### src/shared/igr_params.svh
`ifndef IGR_PARAMS_SVH
`define IGR_PARAMS_SVH

// ----------------------------------------
// Register offsets (byte addresses)
// ----------------------------------------
`define IGR_OFF_CFG      12'h000
`define IGR_OFF_CTRL     12'h004
`define IGR_OFF_BPR      12'h008
`define IGR_OFF_PRIO     12'h00C
`define IGR_OFF_PEND     12'h010
`define IGR_OFF_STATUS   12'h014
`define IGR_OFF_REQ      12'h018

// ----------------------------------------
// Field positions
// ----------------------------------------
// CFG
`define IGR_CFG_SECDIS   0
`define IGR_CFG_HAS_EL3  1
`define IGR_CFG_HAS_EL2  2
`define IGR_CFG_EL3_W32  3
`define IGR_CFG_SRE_S    4
// CTRL
`define IGR_CTRL_G0EN    0
`define IGR_CTRL_G1SEN   1
`define IGR_CTRL_G1NSEN  2
`define IGR_CTRL_CBPR    3
`define IGR_CTRL_CBPRNS  4
`define IGR_CTRL_CBPRS   5
`define IGR_CTRL_FROUTE  6
`define IGR_CTRL_IROUTE  7
`define IGR_CTRL_NS      8
`define IGR_CTRL_FMO     9
`define IGR_CTRL_IMO     10
`define IGR_CTRL_SREEN   11
`define IGR_CTRL_DFB     12
`define IGR_CTRL_NSACR   13
// BPR
`define IGR_BPR_G0_LSB   0
`define IGR_BPR_G1S_LSB  4
`define IGR_BPR_G1NS_LSB 8
// PRIO
`define IGR_PRIO_PMR_LSB 0
`define IGR_PRIO_RPR_LSB 8
// PEND
`define IGR_PEND_PRI_LSB 0
`define IGR_PEND_GRP_LSB 8
`define IGR_PEND_VALID   10
// REQ (software interrupt request / access check)
`define IGR_REQ_KIND_LSB 0
`define IGR_REQ_SEC      4
`define IGR_REQ_EL_LSB   5

// ----------------------------------------
// Reset values
// ----------------------------------------
`define IGR_RST_CFG      32'h0000_0000
`define IGR_RST_CTRL     32'h0000_0000
`define IGR_RST_BPR      32'h0000_0000
`define IGR_RST_PRIO     32'h0000_FFFF
`define IGR_RST_PEND     32'h0000_0000

`endif

### src/shared/igr_pkg.sv
package igr_pkg;

    typedef enum logic [1:0]
    {
        IGR_GRP0,
        IGR_GRP1_SEC,
        IGR_GRP1_NS
    } igr_group_t;

    typedef enum logic [1:0]
    {
        IGR_EL0,
        IGR_EL1,
        IGR_EL2,
        IGR_EL3
    } igr_el_t;

    typedef enum logic [3:0]
    {
        IGR_REQ_SWINT0,
        IGR_REQ_SWINT1,
        IGR_REQ_SWINT_ALT,
        IGR_REQ_CONFIG,
        IGR_REQ_ACK,
        IGR_REQ_DROP,
        IGR_REQ_DEACT,
        IGR_REQ_REG_G0,
        IGR_REQ_REG_G1,
        IGR_REQ_REG_COMMON
    } igr_req_kind_t;

    typedef enum logic [1:0]
    {
        IGR_ACC_OK,
        IGR_ACC_DENY,
        IGR_ACC_VIRTUAL,
        IGR_ACC_TRAP_EL2
    } igr_acc_t;

endpackage

### src/logic/igr_routing.sv
// The implementer's own choices: register access over APB and the register offsets.
`include "igr_params.svh"

module igr_routing
(
    // APB
    input  wire logic                 pclk,
    input  wire logic                 presetn,
    input  wire logic                 psel,
    input  wire logic                 penable,
    input  wire logic                 pwrite,
    input  wire logic [11:0]          paddr,
    input  wire logic [31:0]          pwdata,
    output logic      [31:0]          prdata,
    output logic                      pready,
    output logic                      pslverr,
    // Processing element state
    input  wire igr_pkg::igr_el_t     pe_el,
    input  wire logic                 pe_secure,
    input  wire logic                 pe_ctx_sync,
    // Interrupt lines
    output logic                      fiq,
    output logic                      irq
);
    import igr_pkg::*;

    // ----------------------------------------
    // Registers
    // ----------------------------------------
    logic [4:0]  cfg;
    logic [13:0] ctrl;
    logic [11:0] bpr;
    logic [15:0] prio;
    logic [10:0] pend;
    logic [31:0] req_result;
    logic [4:0]  next_cfg;
    logic [13:0] next_ctrl;
    logic [11:0] next_bpr;
    logic [15:0] next_prio;
    logic [10:0] next_pend;
    logic [31:0] next_req_result;
    logic [31:0] next_prdata;
    logic        sec_sync [2];
    logic [1:0]  el_s1;
    logic [1:0]  el_s2;
    logic        fiq_q;
    logic        irq_q;
    logic        next_fiq;
    logic        next_irq;

    logic wr_en;
    logic rd_en;
    logic addr_hit;

    assign wr_en    = psel && penable && pwrite;
    assign rd_en    = psel && penable && !pwrite;
    assign pready   = 1'b1;
    assign addr_hit = paddr == `IGR_OFF_CFG || paddr == `IGR_OFF_CTRL || paddr == `IGR_OFF_BPR
                   || paddr == `IGR_OFF_PRIO || paddr == `IGR_OFF_PEND || paddr == `IGR_OFF_STATUS
                   || paddr == `IGR_OFF_REQ;
    assign pslverr  = psel && penable && !addr_hit;

    // ----------------------------------------
    // Effective configuration
    // ----------------------------------------
    logic secdis;
    logic has_el3;
    logic el3_w32;
    logic eff_ns;
    logic eff_froute;
    logic eff_iroute;
    logic eff_g0en;
    logic eff_g1sen;
    logic eff_g1nsen;
    logic cur_secure;
    logic g1s_as_g0;

    always_comb
    begin
        secdis     = cfg[`IGR_CFG_SECDIS];
        has_el3    = cfg[`IGR_CFG_HAS_EL3];
        el3_w32    = cfg[`IGR_CFG_EL3_W32];
        eff_ns     = ctrl[`IGR_CTRL_NS];
        eff_froute = ctrl[`IGR_CTRL_FROUTE];
        eff_iroute = ctrl[`IGR_CTRL_IROUTE];
        eff_g0en   = ctrl[`IGR_CTRL_G0EN];
        eff_g1sen  = ctrl[`IGR_CTRL_G1SEN] && !secdis;
        eff_g1nsen = ctrl[`IGR_CTRL_G1NSEN];
        if (!has_el3 && secdis)
        begin
            eff_ns     = 1'b1;
            eff_froute = 1'b0;
            eff_iroute = 1'b0;
        end
        else if (!has_el3 && pe_secure)
        begin
            eff_ns     = 1'b0;
            eff_froute = 1'b0;
            eff_iroute = 1'b0;
            eff_g1nsen = 1'b0;
        end
        else if (!has_el3)
        begin
            eff_ns     = 1'b1;
            eff_froute = 1'b1;
            eff_iroute = 1'b0;
            eff_g0en   = 1'b0;
            eff_g1sen  = 1'b0;
        end
        cur_secure = (sec_sync[1] || el_s2 == IGR_EL3) && !eff_ns;
        if (el_s2 == IGR_EL3)
            cur_secure = 1'b1;
        g1s_as_g0  = !secdis && (!has_el3 || !cfg[`IGR_CFG_SRE_S]);
    end

    // ----------------------------------------
    // Signalling decision
    // ----------------------------------------
    function automatic logic [1:0] lines_for
    (
        input logic [1:0] grp,
        input logic       sd,
        input logic       el3,
        input logic       w32,
        input logic [1:0] el,
        input logic       sec,
        input logic       as_g0
    );
        logic g1_fiq;
        g1_fiq = 1'b0;
        if (grp == IGR_GRP0 || (grp == IGR_GRP1_SEC && as_g0))
            return 2'b10;
        if (sd && !el3)
            return 2'b01;
        if (el == IGR_EL3)
            g1_fiq = !w32;
        else
            g1_fiq = sd ? 1'b0 : (sec != (grp == IGR_GRP1_SEC));
        return g1_fiq ? 2'b10 : 2'b01;
    endfunction

    logic       pend_valid;
    logic [7:0] pend_pri;
    logic [1:0] pend_grp;
    logic       grp_enabled;
    logic       sufficient;
    logic [1:0] lines;

    always_comb
    begin
        pend_valid = pend[`IGR_PEND_VALID];
        pend_pri   = pend[`IGR_PEND_PRI_LSB +: 8];
        pend_grp   = pend[`IGR_PEND_GRP_LSB +: 2];
        if (secdis && pend_grp == IGR_GRP1_NS)
            pend_grp = IGR_GRP1_SEC;
        case (pend_grp)
            IGR_GRP0:     grp_enabled = eff_g0en;
            IGR_GRP1_SEC: grp_enabled = secdis ? eff_g1nsen : eff_g1sen;
            IGR_GRP1_NS:  grp_enabled = eff_g1nsen;
            default:      grp_enabled = 1'b0;
        endcase
        sufficient = pend_valid && grp_enabled
                  && pend_pri < prio[`IGR_PRIO_PMR_LSB +: 8]
                  && pend_pri < prio[`IGR_PRIO_RPR_LSB +: 8];
        lines = lines_for(pend_grp, secdis, has_el3, el3_w32, el_s2, cur_secure, g1s_as_g0);
        // Outputs follow the two-stage synchronised level and state every cycle, and with no EL3 also the unsynchronised pe_secure
        next_fiq = sufficient && lines[1];
        next_irq = sufficient && lines[0];
    end

    // ----------------------------------------
    // Binary point selection
    // ----------------------------------------
    logic [2:0] bp_g0;
    logic [2:0] bp_g1;

    always_comb
    begin
        bp_g0 = bpr[`IGR_BPR_G0_LSB +: 3];
        if (cur_secure)
            bp_g1 = ctrl[`IGR_CTRL_CBPRS] ? bp_g0 : bpr[`IGR_BPR_G1S_LSB +: 3];
        else
            bp_g1 = ctrl[`IGR_CTRL_CBPRNS] ? bp_g0 : bpr[`IGR_BPR_G1NS_LSB +: 3];
        if (ctrl[`IGR_CTRL_CBPR])
            bp_g1 = bp_g0;
    end

    // ----------------------------------------
    // Access check on write to REQ
    // ----------------------------------------
    logic [3:0] rq_kind;
    logic       rq_sec;
    logic [1:0] rq_el;
    logic       virt;
    igr_acc_t   verdict;

    always_comb
    begin
        rq_kind = pwdata[`IGR_REQ_KIND_LSB +: 4];
        rq_sec  = pwdata[`IGR_REQ_SEC];
        rq_el   = pwdata[`IGR_REQ_EL_LSB +: 2];
        virt    = rq_el == IGR_EL1 && eff_ns
               && (ctrl[`IGR_CTRL_FMO] || ctrl[`IGR_CTRL_IMO]);
        verdict = IGR_ACC_OK;
        case (rq_kind)
            IGR_REQ_SWINT0, IGR_REQ_SWINT_ALT:
            begin
                if (virt)
                    verdict = IGR_ACC_TRAP_EL2;
                else if (!secdis && !rq_sec && !ctrl[`IGR_CTRL_NSACR])
                    verdict = IGR_ACC_DENY;
            end
            IGR_REQ_SWINT1:
                verdict = virt ? IGR_ACC_TRAP_EL2 : IGR_ACC_OK;
            IGR_REQ_CONFIG, IGR_REQ_ACK, IGR_REQ_DROP, IGR_REQ_DEACT:
                verdict = (!secdis && !rq_sec && pend_grp != IGR_GRP1_NS)
                        ? IGR_ACC_DENY : IGR_ACC_OK;
            IGR_REQ_REG_G0:
                verdict = virt && ctrl[`IGR_CTRL_FMO] ? IGR_ACC_VIRTUAL : IGR_ACC_OK;
            IGR_REQ_REG_G1:
                verdict = virt && ctrl[`IGR_CTRL_IMO] ? IGR_ACC_VIRTUAL : IGR_ACC_OK;
            IGR_REQ_REG_COMMON:
                verdict = virt ? IGR_ACC_VIRTUAL : IGR_ACC_OK;
            default:
                verdict = IGR_ACC_DENY;
        endcase
    end

    // ----------------------------------------
    // Register next state and read mux
    // ----------------------------------------
    always_comb
    begin
        next_cfg        = cfg;
        next_ctrl       = ctrl;
        next_bpr        = bpr;
        next_prio       = prio;
        next_pend       = pend;
        next_req_result = req_result;
        next_prdata     = prdata;
        if (wr_en)
        begin
            case (paddr)
                `IGR_OFF_CFG:  next_cfg  = pwdata[4:0];
                `IGR_OFF_CTRL: next_ctrl = pwdata[13:0];
                `IGR_OFF_BPR:  next_bpr  = pwdata[11:0];
                `IGR_OFF_PRIO: next_prio = pwdata[15:0];
                `IGR_OFF_PEND: next_pend = pwdata[10:0];
                `IGR_OFF_REQ:  next_req_result = {24'h00_0000, 1'b1, pwdata[6:0]} | {22'h00_0000, verdict, 8'h00};
                default:       next_cfg  = cfg;
            endcase
        end
        if (psel && !penable && !pwrite)
        begin
            case (paddr)
                `IGR_OFF_CFG:    next_prdata = {27'h000_0000, cfg};
                `IGR_OFF_CTRL:   next_prdata = {18'h0_0000, ctrl};
                `IGR_OFF_BPR:    next_prdata = {20'h0_0000, bpr};
                `IGR_OFF_PRIO:   next_prdata = {16'h0000, prio};
                `IGR_OFF_PEND:   next_prdata = {21'h00_0000, pend};
                `IGR_OFF_STATUS: next_prdata = {22'h00_0000, bp_g1, bp_g0, g1s_as_g0, cur_secure, irq_q, fiq_q};
                `IGR_OFF_REQ:    next_prdata = req_result;
                default:         next_prdata = 32'h0000_0000;
            endcase
        end
    end

    always_ff @(posedge pclk or negedge presetn)
    begin
        if (!presetn)
        begin
            cfg         <= 5'(`IGR_RST_CFG);
            ctrl        <= 14'(`IGR_RST_CTRL);
            bpr         <= 12'(`IGR_RST_BPR);
            prio        <= 16'(`IGR_RST_PRIO);
            pend        <= 11'(`IGR_RST_PEND);
            req_result  <= 32'h0000_0000;
            prdata      <= 32'h0000_0000;
            fiq_q       <= 1'b0;
            irq_q       <= 1'b0;
            el_s1       <= 2'b00;
            el_s2       <= 2'b00;
            sec_sync[0] <= 1'b0;
            sec_sync[1] <= 1'b0;
        end
        else
        begin
            cfg         <= next_cfg;
            ctrl        <= next_ctrl;
            bpr         <= next_bpr;
            prio        <= next_prio;
            pend        <= next_pend;
            req_result  <= next_req_result;
            prdata      <= next_prdata;
            fiq_q       <= next_fiq;
            irq_q       <= next_irq;
            el_s1       <= pe_el;
            el_s2       <= el_s1;
            sec_sync[0] <= pe_secure;
            sec_sync[1] <= sec_sync[0];
        end
    end

    assign fiq = fiq_q;
    assign irq = irq_q;

endmodule

### config.mk
export PLATFORM = sky130hd
export DESIGN_NAME = igr_routing
export DESIGN_NICKNAME = d
export VERILOG_FILES = /design/src/shared/igr_pkg.sv /design/src/logic/igr_routing.sv
export VERILOG_INCLUDE_DIRS = /design/src /design/src/shared
export SDC_FILE = /design/constraint.sdc
export NUM_CORES = 1
export LEC_CHECK = 0
export BUFFER_PORTS_ARGS = -buffer_cell sky130_fd_sc_hd__buf_2
export CAP_MARGIN = 20
export CORE_MARGIN = 2
export CORE_UTILIZATION = 35
export DETAILED_ROUTE_END_ITERATION = 6
export SLEW_MARGIN = 10
export SYNTH_ARGS = -nofsm -noshare
export SYNTH_HDL_FRONTEND = slang
export SYNTH_SLANG_ARGS = --single-unit
export TNS_END_PERCENT = 5
### constraint.sdc
create_clock -name pclk -period 3.1 [get_ports pclk]
set_clock_uncertainty 0.2 [all_clocks]
set_input_delay 0.62 -clock pclk [delete_from_list [all_inputs] [get_ports pclk]]
set_output_delay 0.62 -clock pclk [all_outputs]
set_load 0.1 [all_outputs]
# After elaboration in Yosys (flattened, before gate mapping)
# Cells that the tools add are included.
# W data, S select, Z words.
[totals]
wordCells = 133
register_bits = 130
romBits = 0
latchBits = 0
output_inout_bits = 36
ramBits = 0
input_bits = 53
n_memories = 0
[classes]
addsub = 0
n_lt_le_gt_ge = 2
muxes = 40
n_reduce_logical = 55
n_eq_ne = 22
bitwise_logic = 1
multipliers = 0
div = 0
shift = 0
[ops]
columns = ["op", "count"]
rows = [
  ["$pmux W32 S7", 1],
  ["$eq A12 B5 Y1 const B", 3],
  ["$eq A12 B4 Y1 const B", 2],
  ["$logic_and A1 B1 Y1", 24],
  ["$mux W1", 22],
  ["$mux W2", 11],
  ["$eq A4 B3 Y1 const B", 4],
  ["$lt A8 B8 Y1", 2],
  ["$eq A12 B3 Y1 const B", 1],
  ["$logic_not A12 Y1", 1],
  ["$mux W3", 4],
  ["$pmux W2 S6", 1],
  ["$reduce_and A2 Y1", 6],
  ["$logic_not A1 Y1", 10],
  ["$logic_or A1 B1 Y1", 10],
  ["$or A8 B10 Y10", 1],
  ["$eq A4 B2 Y1 const B", 2],
  ["$eq A4 B4 Y1 const B", 2],
  ["$eq A2 B2 Y1 const B", 3],
  ["$eq A2 B1 Y1 const B", 2],
  ["$eq A4 B1 Y1 const B", 1],
  ["$logic_not A4 Y1", 1],
  ["$reduce_or A4 Y1", 1],
  ["$pmux W1 S3", 1],
  ["other kinds (4)", 4],
]

# Depth between registers and ports, before layout
# Gate-level depths: netlist of the first run.
[depth]
word_depth = 16
mapped_depth = 7
mapped_depth_nobuf = 7

# Worst setup path after synthesis of the first run
# No wires, ideal clock.
[synth_timing]
path_kind = "input -> output"
start = "input paddr[2]"
end = "output pslverr"
path_buffers = 1
slack_ps = -158
stages = 4
required_ps = 2280
arrival_ps = 2438
path_cell_list = "clkbuf_1 and2_1 a2111oi_2 nor2_1"
[synth_between]
elab_chain_len = 9
word_cells_on_any_way = 15
cone_classes = "eq/ne (6); reduce/logical (9)"
[synth_lines]
columns = ["item", "line", "source"]
rows = [
  ["start, declared", "igr_routing.sv:12", "input wire logic [11:0] paddr,"],
  ["$eq A12 B3 Y1 / $logic_not A12 Y1 (equally long branches)", "--", ""],
  ["$logic_or A1 B1 Y1 (no line) (5 in a row)", "--", ""],
  ["$logic_or A1 B1 Y1 (no line) *", "--", ""],
  ["$logic_not A1 Y1 *", "igr_routing.sv:61", "assign pslverr = psel && penable && !addr_hit;"],
  ["$logic_and A1 B1 Y1 *", "igr_routing.sv:61", ""],
  ["end, declared", "igr_routing.sv:16", "output logic pslverr,"],
]
# Mark *: on every way between the ends. The rest lies on a longest branch, timed or not.

# Final worst setup path of the first run
[layout_timing]
start = "input paddr[1]"
end = "output pslverr"
# The elaborated chain is that of the path after synthesis.

==> impl_metrics.tcl, run 1 <==
set metrics [dict create \
    synth_seq_area_share 0.469 \
    p_int_mw 1.82 \
    drc_errors 0 \
    ys_seq_elements 92 \
    place_ws_ns 0.143 \
    synth_cells 475 \
    r2r_start "prio[15]" \
    syn-cell-area_sq_um 4950 \
    outcome "finished, final reports clean" \
    vias 3871 \
    critPathLaunchType "input port" \
    grt_antenna_before_repair 0 \
    p_switching_mw 0.755 \
    numCtsBuffers 9 \
    path_clk_slew_ns 0.06 \
    firstDrtPassIters 5 \
    grt_pass1_vias 3633 \
    min_period_over_period 0.951 \
    multi_input_area_sq_um 2390 \
    use_met3 0.0498 \
    crit_required_ns 2.28 \
    drive_gt1_frac 0.302 \
    worst_slack_ns 0.152 \
    critPathKind "input port to primary output" \
    synth_top_cell_area_share 0.384 \
    h-tree-depth 3 \
    final.setup.tns_ns 0 \
    clockRootBuffer "clkbuf_16" \
    power.total_mw 2.57 \
    rsz0062_at_grt "false" \
    synth_area_leaders "dfrtp_1 (38%), mux2_2 (11%), dfstp_2 (8.5%), nand2_1 (3.9%), ha_1 (3.5%)" \
    die_h_microns 123 \
    io_pins 89 \
    drv_cap 0 \
    detailedPlacementHpwl_microns 10100 \
    area_delta_synth_final_pct 14.4 \
    dieArea_sq_um 15100 \
    cts_tree "yes" \
    yosysWarnings 0 \
    worstPathArrival_ns 2.13 \
    place.gp.congestion 0.900 \
    grt_use_met2 0.282 \
    grt_max_degree 49 \
    post_cts_buffers 0 \
    core_sq_um 13800 \
    cts-resized-gates 0 \
    pwr-share-clk 0.391 \
    drt-total-wl_microns 13500 \
    reg2reg_depth 7 \
    async_flop_share 1.00 \
    wl_per_cell_microns 19.0 \
    start_util 0.358 \
    first_iter_violations 441 \
    yosys.area.top_type "dfrtp_1" \
    nFillCells 1374 \
    dieWidth_microns 123 \
    synth_most_common_cell "dfrtp_1" \
    power_frac_comb 0.133 \
    final-max-slew-violation-count 0 \
    swShare 0.293 \
    grt.overflow.total 0 \
    ys_types 56 \
    rows 43 \
    clock_path_buffers 2 \
    use_met1 0.264 \
    grt_pass1_wl_microns 20900 \
    globalRoute.busiestLayer "met2" \
    p_per_area_nw_per_um2 454 \
    diodes 0 \
    power.leakage_nw 2.74 \
    pwr-share-seq 0.477 \
    path_max_fanout 3 \
    layout_min_cycle_time_ns 2.95 \
    num-nets-final 595 \
    worstMarginPinSlew_ns 1.01 \
    grt_usage 0.188 \
    setup_viol 0 \
    yosys-top-cells-count "dfrtp_1 (76), nand2_1 (51), mux2_2 (47)" \
    max_freq_mhz 339 \
    cp-end-kind "primary output" \
    hold_viol_final 0 \
    clock_latency_ns 0.35 \
    routed_via_density 5.43 \
    syn_area_per_cell_sq_um 10.4 \
    reg2reg_to "fiq" \
    ctsHoldBuffers 0 \
    port-buffer-count 54 \
    ant_nets 0 \
    synth-edff-count 0 \
    hold_path_class "input port to asynchronous set/reset pin" \
    seqCellArea_sq_um 2320 \
    ir_drop_v 0.000251 \
    slew_headroom 0.307 \
    yosys_most_used_dff "dfrtp_1" \
    cts.sinks 92 \
    rrSetupSlack_ns 0.53 \
]
## sequential cells by signal, summed over array words and instances (netlist names), 5 cells and up
name,flops
bpr,12
cfg,5
ctrl,14
pend,11
prdata,16
prio,16
req_result,10
## how the worst max path moves through the flow
stage	end	cells after the start	slack [ns]	startpoint
2_1_floorplan	pslverr	4	0.30	paddr[2]
3_3_place_gp	pslverr	5	0.18	paddr[1]
3_5_place_dp	pslverr	5	0.14	paddr[1]
4_1_cts	pslverr	5	0.13	paddr[1]
5_1_grt	pslverr	5	0.07	paddr[1]
6_report	pslverr	5	0.15	paddr[1]
## power groups by stage
stage	logic (mW)	clock network, mW	registers, mW
floorplan	0.182	0	1.32
global placement	0.339	0	1.25
detailed placement	0.341	0	1.25
CTS	0.342	1.03	1.23
global route	0.362	1.08	1.23
finish	0.342	1.00	1.23
## cell usage in the layout (no fill, tap or decap), types with 3 or more instances in the layout
| cell type | count |
|---|---|
| buf_2 | 53 |
| dfstp_2 | 16 |
| nor2b_1 | 7 |
| a222oi_1 | 3 |
| clkinvlp_4 | 3 |
| a22oi_1 | 16 |
| ha_1 | 14 |
| nand3_1 | 8 |
| a21oi_1 | 19 |
| a31oi_1 | 4 |
| and2_1 | 4 |
| o21ai_0 | 28 |
| o22ai_1 | 9 |
| nor3_1 | 4 |
| conb_1 | 17 |
| inv_1 | 18 |
| a211oi_1 | 3 |
| o31ai_1 | 3 |
| buf_4 | 14 |
| dfrtp_1 | 76 |
| mux2_2 | 47 |
| clkbuf_16 | 9 |
| mux2_1 | 8 |
| nand2b_1 | 5 |
| a221oi_1 | 5 |
| nand2_1 | 51 |
| nor2_1 | 29 |
| mux2i_1 | 10 |
| or2_2 | 3 |
| nor3_2 | 3 |
| or3_1 | 3 |
| a21o_1 | 3 |
## through the flow
stage / hold WS (ns) / std cells / instance area [sq um] / util
global placement: 0.134 / 697 / 5390 / 0.390
global route: 0.124 / 713 / 5660 / 0.410
CTS: 0.0997 / 713 / 5660 / 0.410
detailed placement: 0.135 / 697 / 5390 / 0.390
floorplan: 0.124 / 490 / 5010 / -
finish: 0.0819 / 713 / 5660 / 0.410
## kinds of logic (layout without fill, tap and decap cells)
logic type / count (synthesis) / in the layout / synth area share
xor gates and xnor gates: 2 / 2 / 0.00354
muxes: 65 / 65 / 0.145
adders and majority gates: 14 / 14 / 0.0354
and+or+nand+nor: 135 / 135 / 0.142
AOI/OAI and AO/OA: 106 / 106 / 0.142
buffers and inverters: 59 / 102 / 0.0617
DFF: 92 / 92 / 0.469
other: 2 / 17 / 0.00152
## layout make-up
class	count	share of cell area
well taps	180	0.0398
flip-flops and latches	92	0.410
clock inverters	6	0.00729
multi-input cells	339	0.422
repair buffers	68	0.0689
inverters	18	0.0119
clock buffers	10	0.0404
## worst max-delay path, cell delays in order
cell and delay (ns):
buf_2 0.11, or4_1 0.57, a2111oi_2 0.46, nor2_2 0.07
buf_2 0.30
## layer usage
layer	vias up	part of all wire	routed length, microns
met5	-	0	0
met4	0	0.022	295
met3	22	0.079	1070
met2	166	0.45	6100
met1	1897	0.45	6070
li1	1786	-	-
No activity file was read; power rests on OpenSTA's default activity.
==> run 2: changes to the inputs <==
--- a/config.mk
+++ b/config.mk
@@ -11,6 +11,7 @@
 export CORE_MARGIN = 2
 export CORE_UTILIZATION = 35
 export DETAILED_ROUTE_END_ITERATION = 6
+export RECOVER_POWER = 100
 export SLEW_MARGIN = 10
 export SYNTH_ARGS = -nofsm -noshare
 export SYNTH_HDL_FRONTEND = slang
==> run 2 against run 1 <==
Compared with the run above: routed wire length about the same; fmax down 0.15%; non-clock buffer count unchanged; first-iteration DRC count down 2.0%; critical endpoint is now prdata[1].
==> impl_metrics.tcl, run 2 (synthesized netlist as in run 1, its figures left out) <==
set metrics [dict create \
    pwr-share-clk 0.391 \
    first_iter_violations 432 \
    p_per_area_nw_per_um2 460 \
    p_switching_mw 0.750 \
    clock_latency_ns 0.35 \
    drive_gt1_frac 0.242 \
    worst_slack_ns 0.148 \
    vias 3862 \
    clockRootBuffer "clkbuf_16" \
    grt_usage 0.188 \
    max_freq_mhz 339 \
    top_regs "prdata x16, prio x16, ctrl x14" \
    h-tree-depth 3 \
    clock_path_buffers 2 \
    power.leakage_nw 2.62 \
    critPathLaunchType "input port" \
    reg2reg_depth 7 \
    power_frac_comb 0.131 \
    drc_errors 0 \
    port-buffer-count 54 \
    met3_length_microns 1030 \
    wl_per_cell_microns 19.0 \
    wl_met1_microns 6110 \
    worstPathArrival_ns 2.97 \
    critPathKind "input port to flip-flop" \
    ctsHoldBuffers 0 \
    dp_cells 697 \
    reg2reg_to "fiq" \
    rows 43 \
    path_max_fanout 20 \
    detailedPlacementHpwl_microns 10100 \
    core_sq_um 13800 \
    slew_headroom 0.166 \
    diodes 0 \
    top_layer "met4" \
    grt_max_degree 49 \
    final_common_cell "dfrtp_1" \
    cp-end-kind "flip-flop" \
    r2r_start "prio[15]" \
    final.setup.tns_ns 0 \
    final_cell_mix "dfrtp_1 (76), nand2_1 (51), mux2_2 (46), buf_2 (33), nor2_1 (30)" \
    num-nets-final 595 \
    holdWs_ns 0.148 \
    rsz0062_at_grt "false" \
    place_ws_ns 0.143 \
    grt_antenna_before_repair 0 \
    path_clk_slew_ns 0.06 \
    drt-total-wl_microns 13500 \
    setup_viol 0 \
    post_cts_buffers 0 \
    cts_tree "yes" \
    worstMarginPinSlew_ns 1.25 \
    swShare 0.293 \
    hold_viol_final 0 \
    ir_drop_v 0.000250 \
    cts-resized-gates 0 \
    routed_via_density 5.42 \
    ant_nets 0 \
    worstHoldPathCells 0 \
    drv_cap 0 \
    grt_pass1_vias 3633 \
    pwr-share-seq 0.479 \
    wl_met2_microns 6110 \
    cts.sinks 92 \
    hp-start "el_s1[0]" \
    place.gp.congestion 0.900 \
    hold_path_class "flip-flop to flip-flop" \
    min_period_over_period 0.952 \
    p_int_mw 1.81 \
    crit_required_ns 3.12 \
    whs_endpoint "el_s2[0]" \
    outcome "finished, final reports clean" \
    grt.overflow.total 0 \
    firstDrtPassIters 5 \
    layout_min_cycle_time_ns 2.95 \
    dieArea_sq_um 15100 \
    final_cells 713 \
    grt_pass1_wl_microns 20900 \
    die_h_microns 123 \
    rrSetupSlack_ns 0.50 \
    power.total_mw 2.56 \
    dieWidth_microns 123 \
    final-max-slew-violation-count 0 \
    area_delta_synth_final_pct 12.4 \
    start_util 0.358 \
    io_pins 89 \
    numCtsBuffers 9 \
]
[run 2: power by group through the flow]
stage	clock [mW]	combinational [mW]	sequential, mW
3_5_place_dp	0	0.341	1.25
2_1_floorplan	0	0.182	1.32
3_3_place_gp	0	0.339	1.25
6_report	1.00	0.335	1.23
4_1_cts	1.03	0.342	1.23
5_1_grt	1.08	0.354	1.23
[run 2: how the worst max path moves through the flow]
stage,depth (start not counted),endpoint,start,slack (ns)
CTS,5,pslverr,paddr[1],0.13
floorplan,4,pslverr,paddr[2],0.30
finish,8,prdata[1],paddr[3],0.15
global route,8,prdata[1],paddr[3],0.04
global placement,5,pslverr,paddr[1],0.18
detailed placement,5,pslverr,paddr[1],0.14
[run 2: area by class of cell]
class | count | area (sq um)
well taps | 180 | 225
fillers | 1388 | 8260
multi-input cells | 339 | 2350
flip-flops and latches | 92 | 2320
clock inverters | 6 | 41.3
clock buffers | 10 | 229
repair buffers | 68 | 325
inverters | 18 | 67.6
[run 2: per-layer routing]
layer / GRT usage / vias up
li1: - / 1782
met1: 0.264 / 1900
met2: 0.282 / 161
met3: 0.0498 / 19
met4: 0.0589 / 0
met5: 0 / -
[run 2: stage by stage]
stage	cell area, sq um	utilization
after floorplan	5010	-
after global placement	5390	0.390
after detailed placement	5390	0.390
after CTS	5660	0.410
after global routing	5560	0.402
final	5560	0.402
[run 2: critical path, cell delays in order]
cell      delay [ns]
clkbuf_1        0.21
clkbuf_1        0.84
nor2b_1         0.23
clkbuf_1        0.24
a222oi_1        0.31
nor2_1          0.07
a311oi_1        0.31
o21ai_0         0.12
==> run 3: changes to the inputs <==
--- a/config.mk
+++ b/config.mk
@@ -8,9 +8,12 @@
 export LEC_CHECK = 0
 export BUFFER_PORTS_ARGS = -buffer_cell sky130_fd_sc_hd__buf_2
 export CAP_MARGIN = 20
+export CELL_PAD_IN_SITES_DETAIL_PLACEMENT = 1
+export CELL_PAD_IN_SITES_GLOBAL_PLACEMENT = 1
 export CORE_MARGIN = 2
 export CORE_UTILIZATION = 35
 export DETAILED_ROUTE_END_ITERATION = 6
+export PLACE_DENSITY_LB_ADDON = 0.1
 export RECOVER_POWER = 100
 export SLEW_MARGIN = 10
 export SYNTH_ARGS = -nofsm -noshare
==> run 3 against run 2 <==
Compared with the run above: the run now ends with capacitance limit, slew limit left; register-to-register slack got worse by 0.13 ns; core utilization grew 0.34 points; clock power grew 12%; worst setup slack better by 0.016 ns; final area grew 0.85%; sequential power is essentially flat; die area stayed put.
==> impl_metrics.tcl, run 3 (synthesized netlist as in run 1, its figures left out) <==
set metrics [dict create \
    drt-total-wl_microns 15200 \
    use_met3 0.0327 \
    setup_viol 0 \
    clock_latency_ns 0.35 \
    place_ws_ns 0.129 \
    power.total_mw 2.68 \
    path_clk_slew_ns 0.06 \
    cp-end-kind "primary output" \
    critPathKind "input port to primary output" \
    final_util 0.406 \
    worstMarginPinSlew_ns 1.66 \
    final_cells 714 \
    place.gp.congestion 0.843 \
    wl_per_cell_microns 21.4 \
    grt_max_degree 65 \
    final-max-slew-violation-count 29 \
    crit_required_ns 2.28 \
    globalRoute.busiestLayer "met2" \
    firstDrtPassIters 5 \
    cts-resized-gates 0 \
    violations "capacitance limit, slew limit" \
    cts_tree "yes" \
    grt_antenna_before_repair 0 \
    slew_headroom -0.109 \
    path_max_fanout 4 \
    grt_use_met2 0.353 \
    critPathLaunchType "input port" \
    rows 43 \
    dp_cells 698 \
    dieArea_sq_um 15100 \
    power.leakage_nw 2.65 \
    ant_nets 0 \
    dieWidth_microns 123 \
    worst_slack_ns 0.163 \
    hold_viol_final 0 \
    post_cts_buffers 0 \
    drive_gt1_frac 0.238 \
    ctsHoldBuffers 0 \
    first_iter_violations 286 \
    min_period_over_period 0.947 \
    max_freq_mhz 341 \
    area_delta_synth_final_pct 13.3 \
    start_util 0.358 \
    clockRootBuffer "clkbuf_16" \
    place_area_sq_um 5420 \
    num-nets-final 596 \
    grt_pass1_vias 4089 \
    final.setup.tns_ns 0 \
    detailedPlacementHpwl_microns 11400 \
    die_h_microns 123 \
    holdWs_ns 0.152 \
    worstPathArrival_ns 2.12 \
    hold_path_class "flip-flop to flip-flop" \
    clock_path_buffers 2 \
    outcome "finished, violations left" \
    drc_errors 0 \
    final_common_cell "dfrtp_1" \
    final_cell_mix "dfrtp_1 (76), nand2_1 (51), mux2_2 (46), buf_2 (32), nor2_1 (30)" \
    h-tree-depth 3 \
    final_cell_area_sq_um 5610 \
    cts.sinks 92 \
    vias 3960 \
    numCtsBuffers 9 \
    routed_via_density 5.55 \
    use_met1 0.300 \
    drv_cap 1 \
    ir_drop_v 0.000228 \
    port-buffer-count 54 \
    diodes 0 \
    layout_min_cycle_time_ns 2.94 \
    rsz0062_at_grt "false" \
    grt_usage 0.219 \
    top_regs "prdata x16, prio x16, ctrl x14" \
    core_sq_um 13800 \
    grt_pass1_wl_microns 24100 \
    io_pins 89 \
    grt.overflow.total 0 \
    p_per_area_nw_per_um2 478 \
]
## run 3: cell type report
| type | instances | area (sq um) |
|---|---|---|
| clock inverters | 6 | 63.8 |
| inverters | 18 | 67.6 |
| flip-flops and latches | 92 | 2320 |
| multi-input cells | 339 | 2350 |
| clock buffers | 10 | 229 |
| fillers | 1583 | 8220 |
| repair buffers | 69 | 352 |
| well taps | 180 | 225 |
## run 3: final timing paths
| kind | startpoint | slack [ns] | endpoint | cells after the start |
|---|---|---|---|---|
| max in group asynchronous | presetn | 1.11 | prio[4] | 2 |
| worst max register to register | prio[15] | 0.37 | fiq | 7 |
| worst min register to register | el_s1[1] | 0.15 | el_s2[1] | 0 |
| worst max-delay path | paddr[5] | 0.16 | pslverr | 5 |
| worst min-delay path | el_s1[1] | 0.15 | el_s2[1] | 0 |
| min in group asynchronous | presetn | 0.49 | bpr[7] | 1 |
## run 3: where the power goes
part           total (mW)  switching [mW]  internal (mW)
logic               0.341           0.287         0.0546
clock network        1.12           0.493          0.626
registers            1.22         0.00803           1.22
total                2.68           0.787           1.90
## run 3: per-layer routing
layer  part of all wire  wire length (microns)  up-vias
met4              0.018                    275        0
met1               0.46                   7040     2030
met5                  0                      0        -
met3              0.051                    781       23
li1                   -                      -     1796
met2               0.47                   7150      111
## run 3: critical path: stages
cell and delay, ns:
clkbuf_2 0.13, or3_1 0.47, a2111oi_2 0.53, nor2_2 0.07, buf_2 0.30
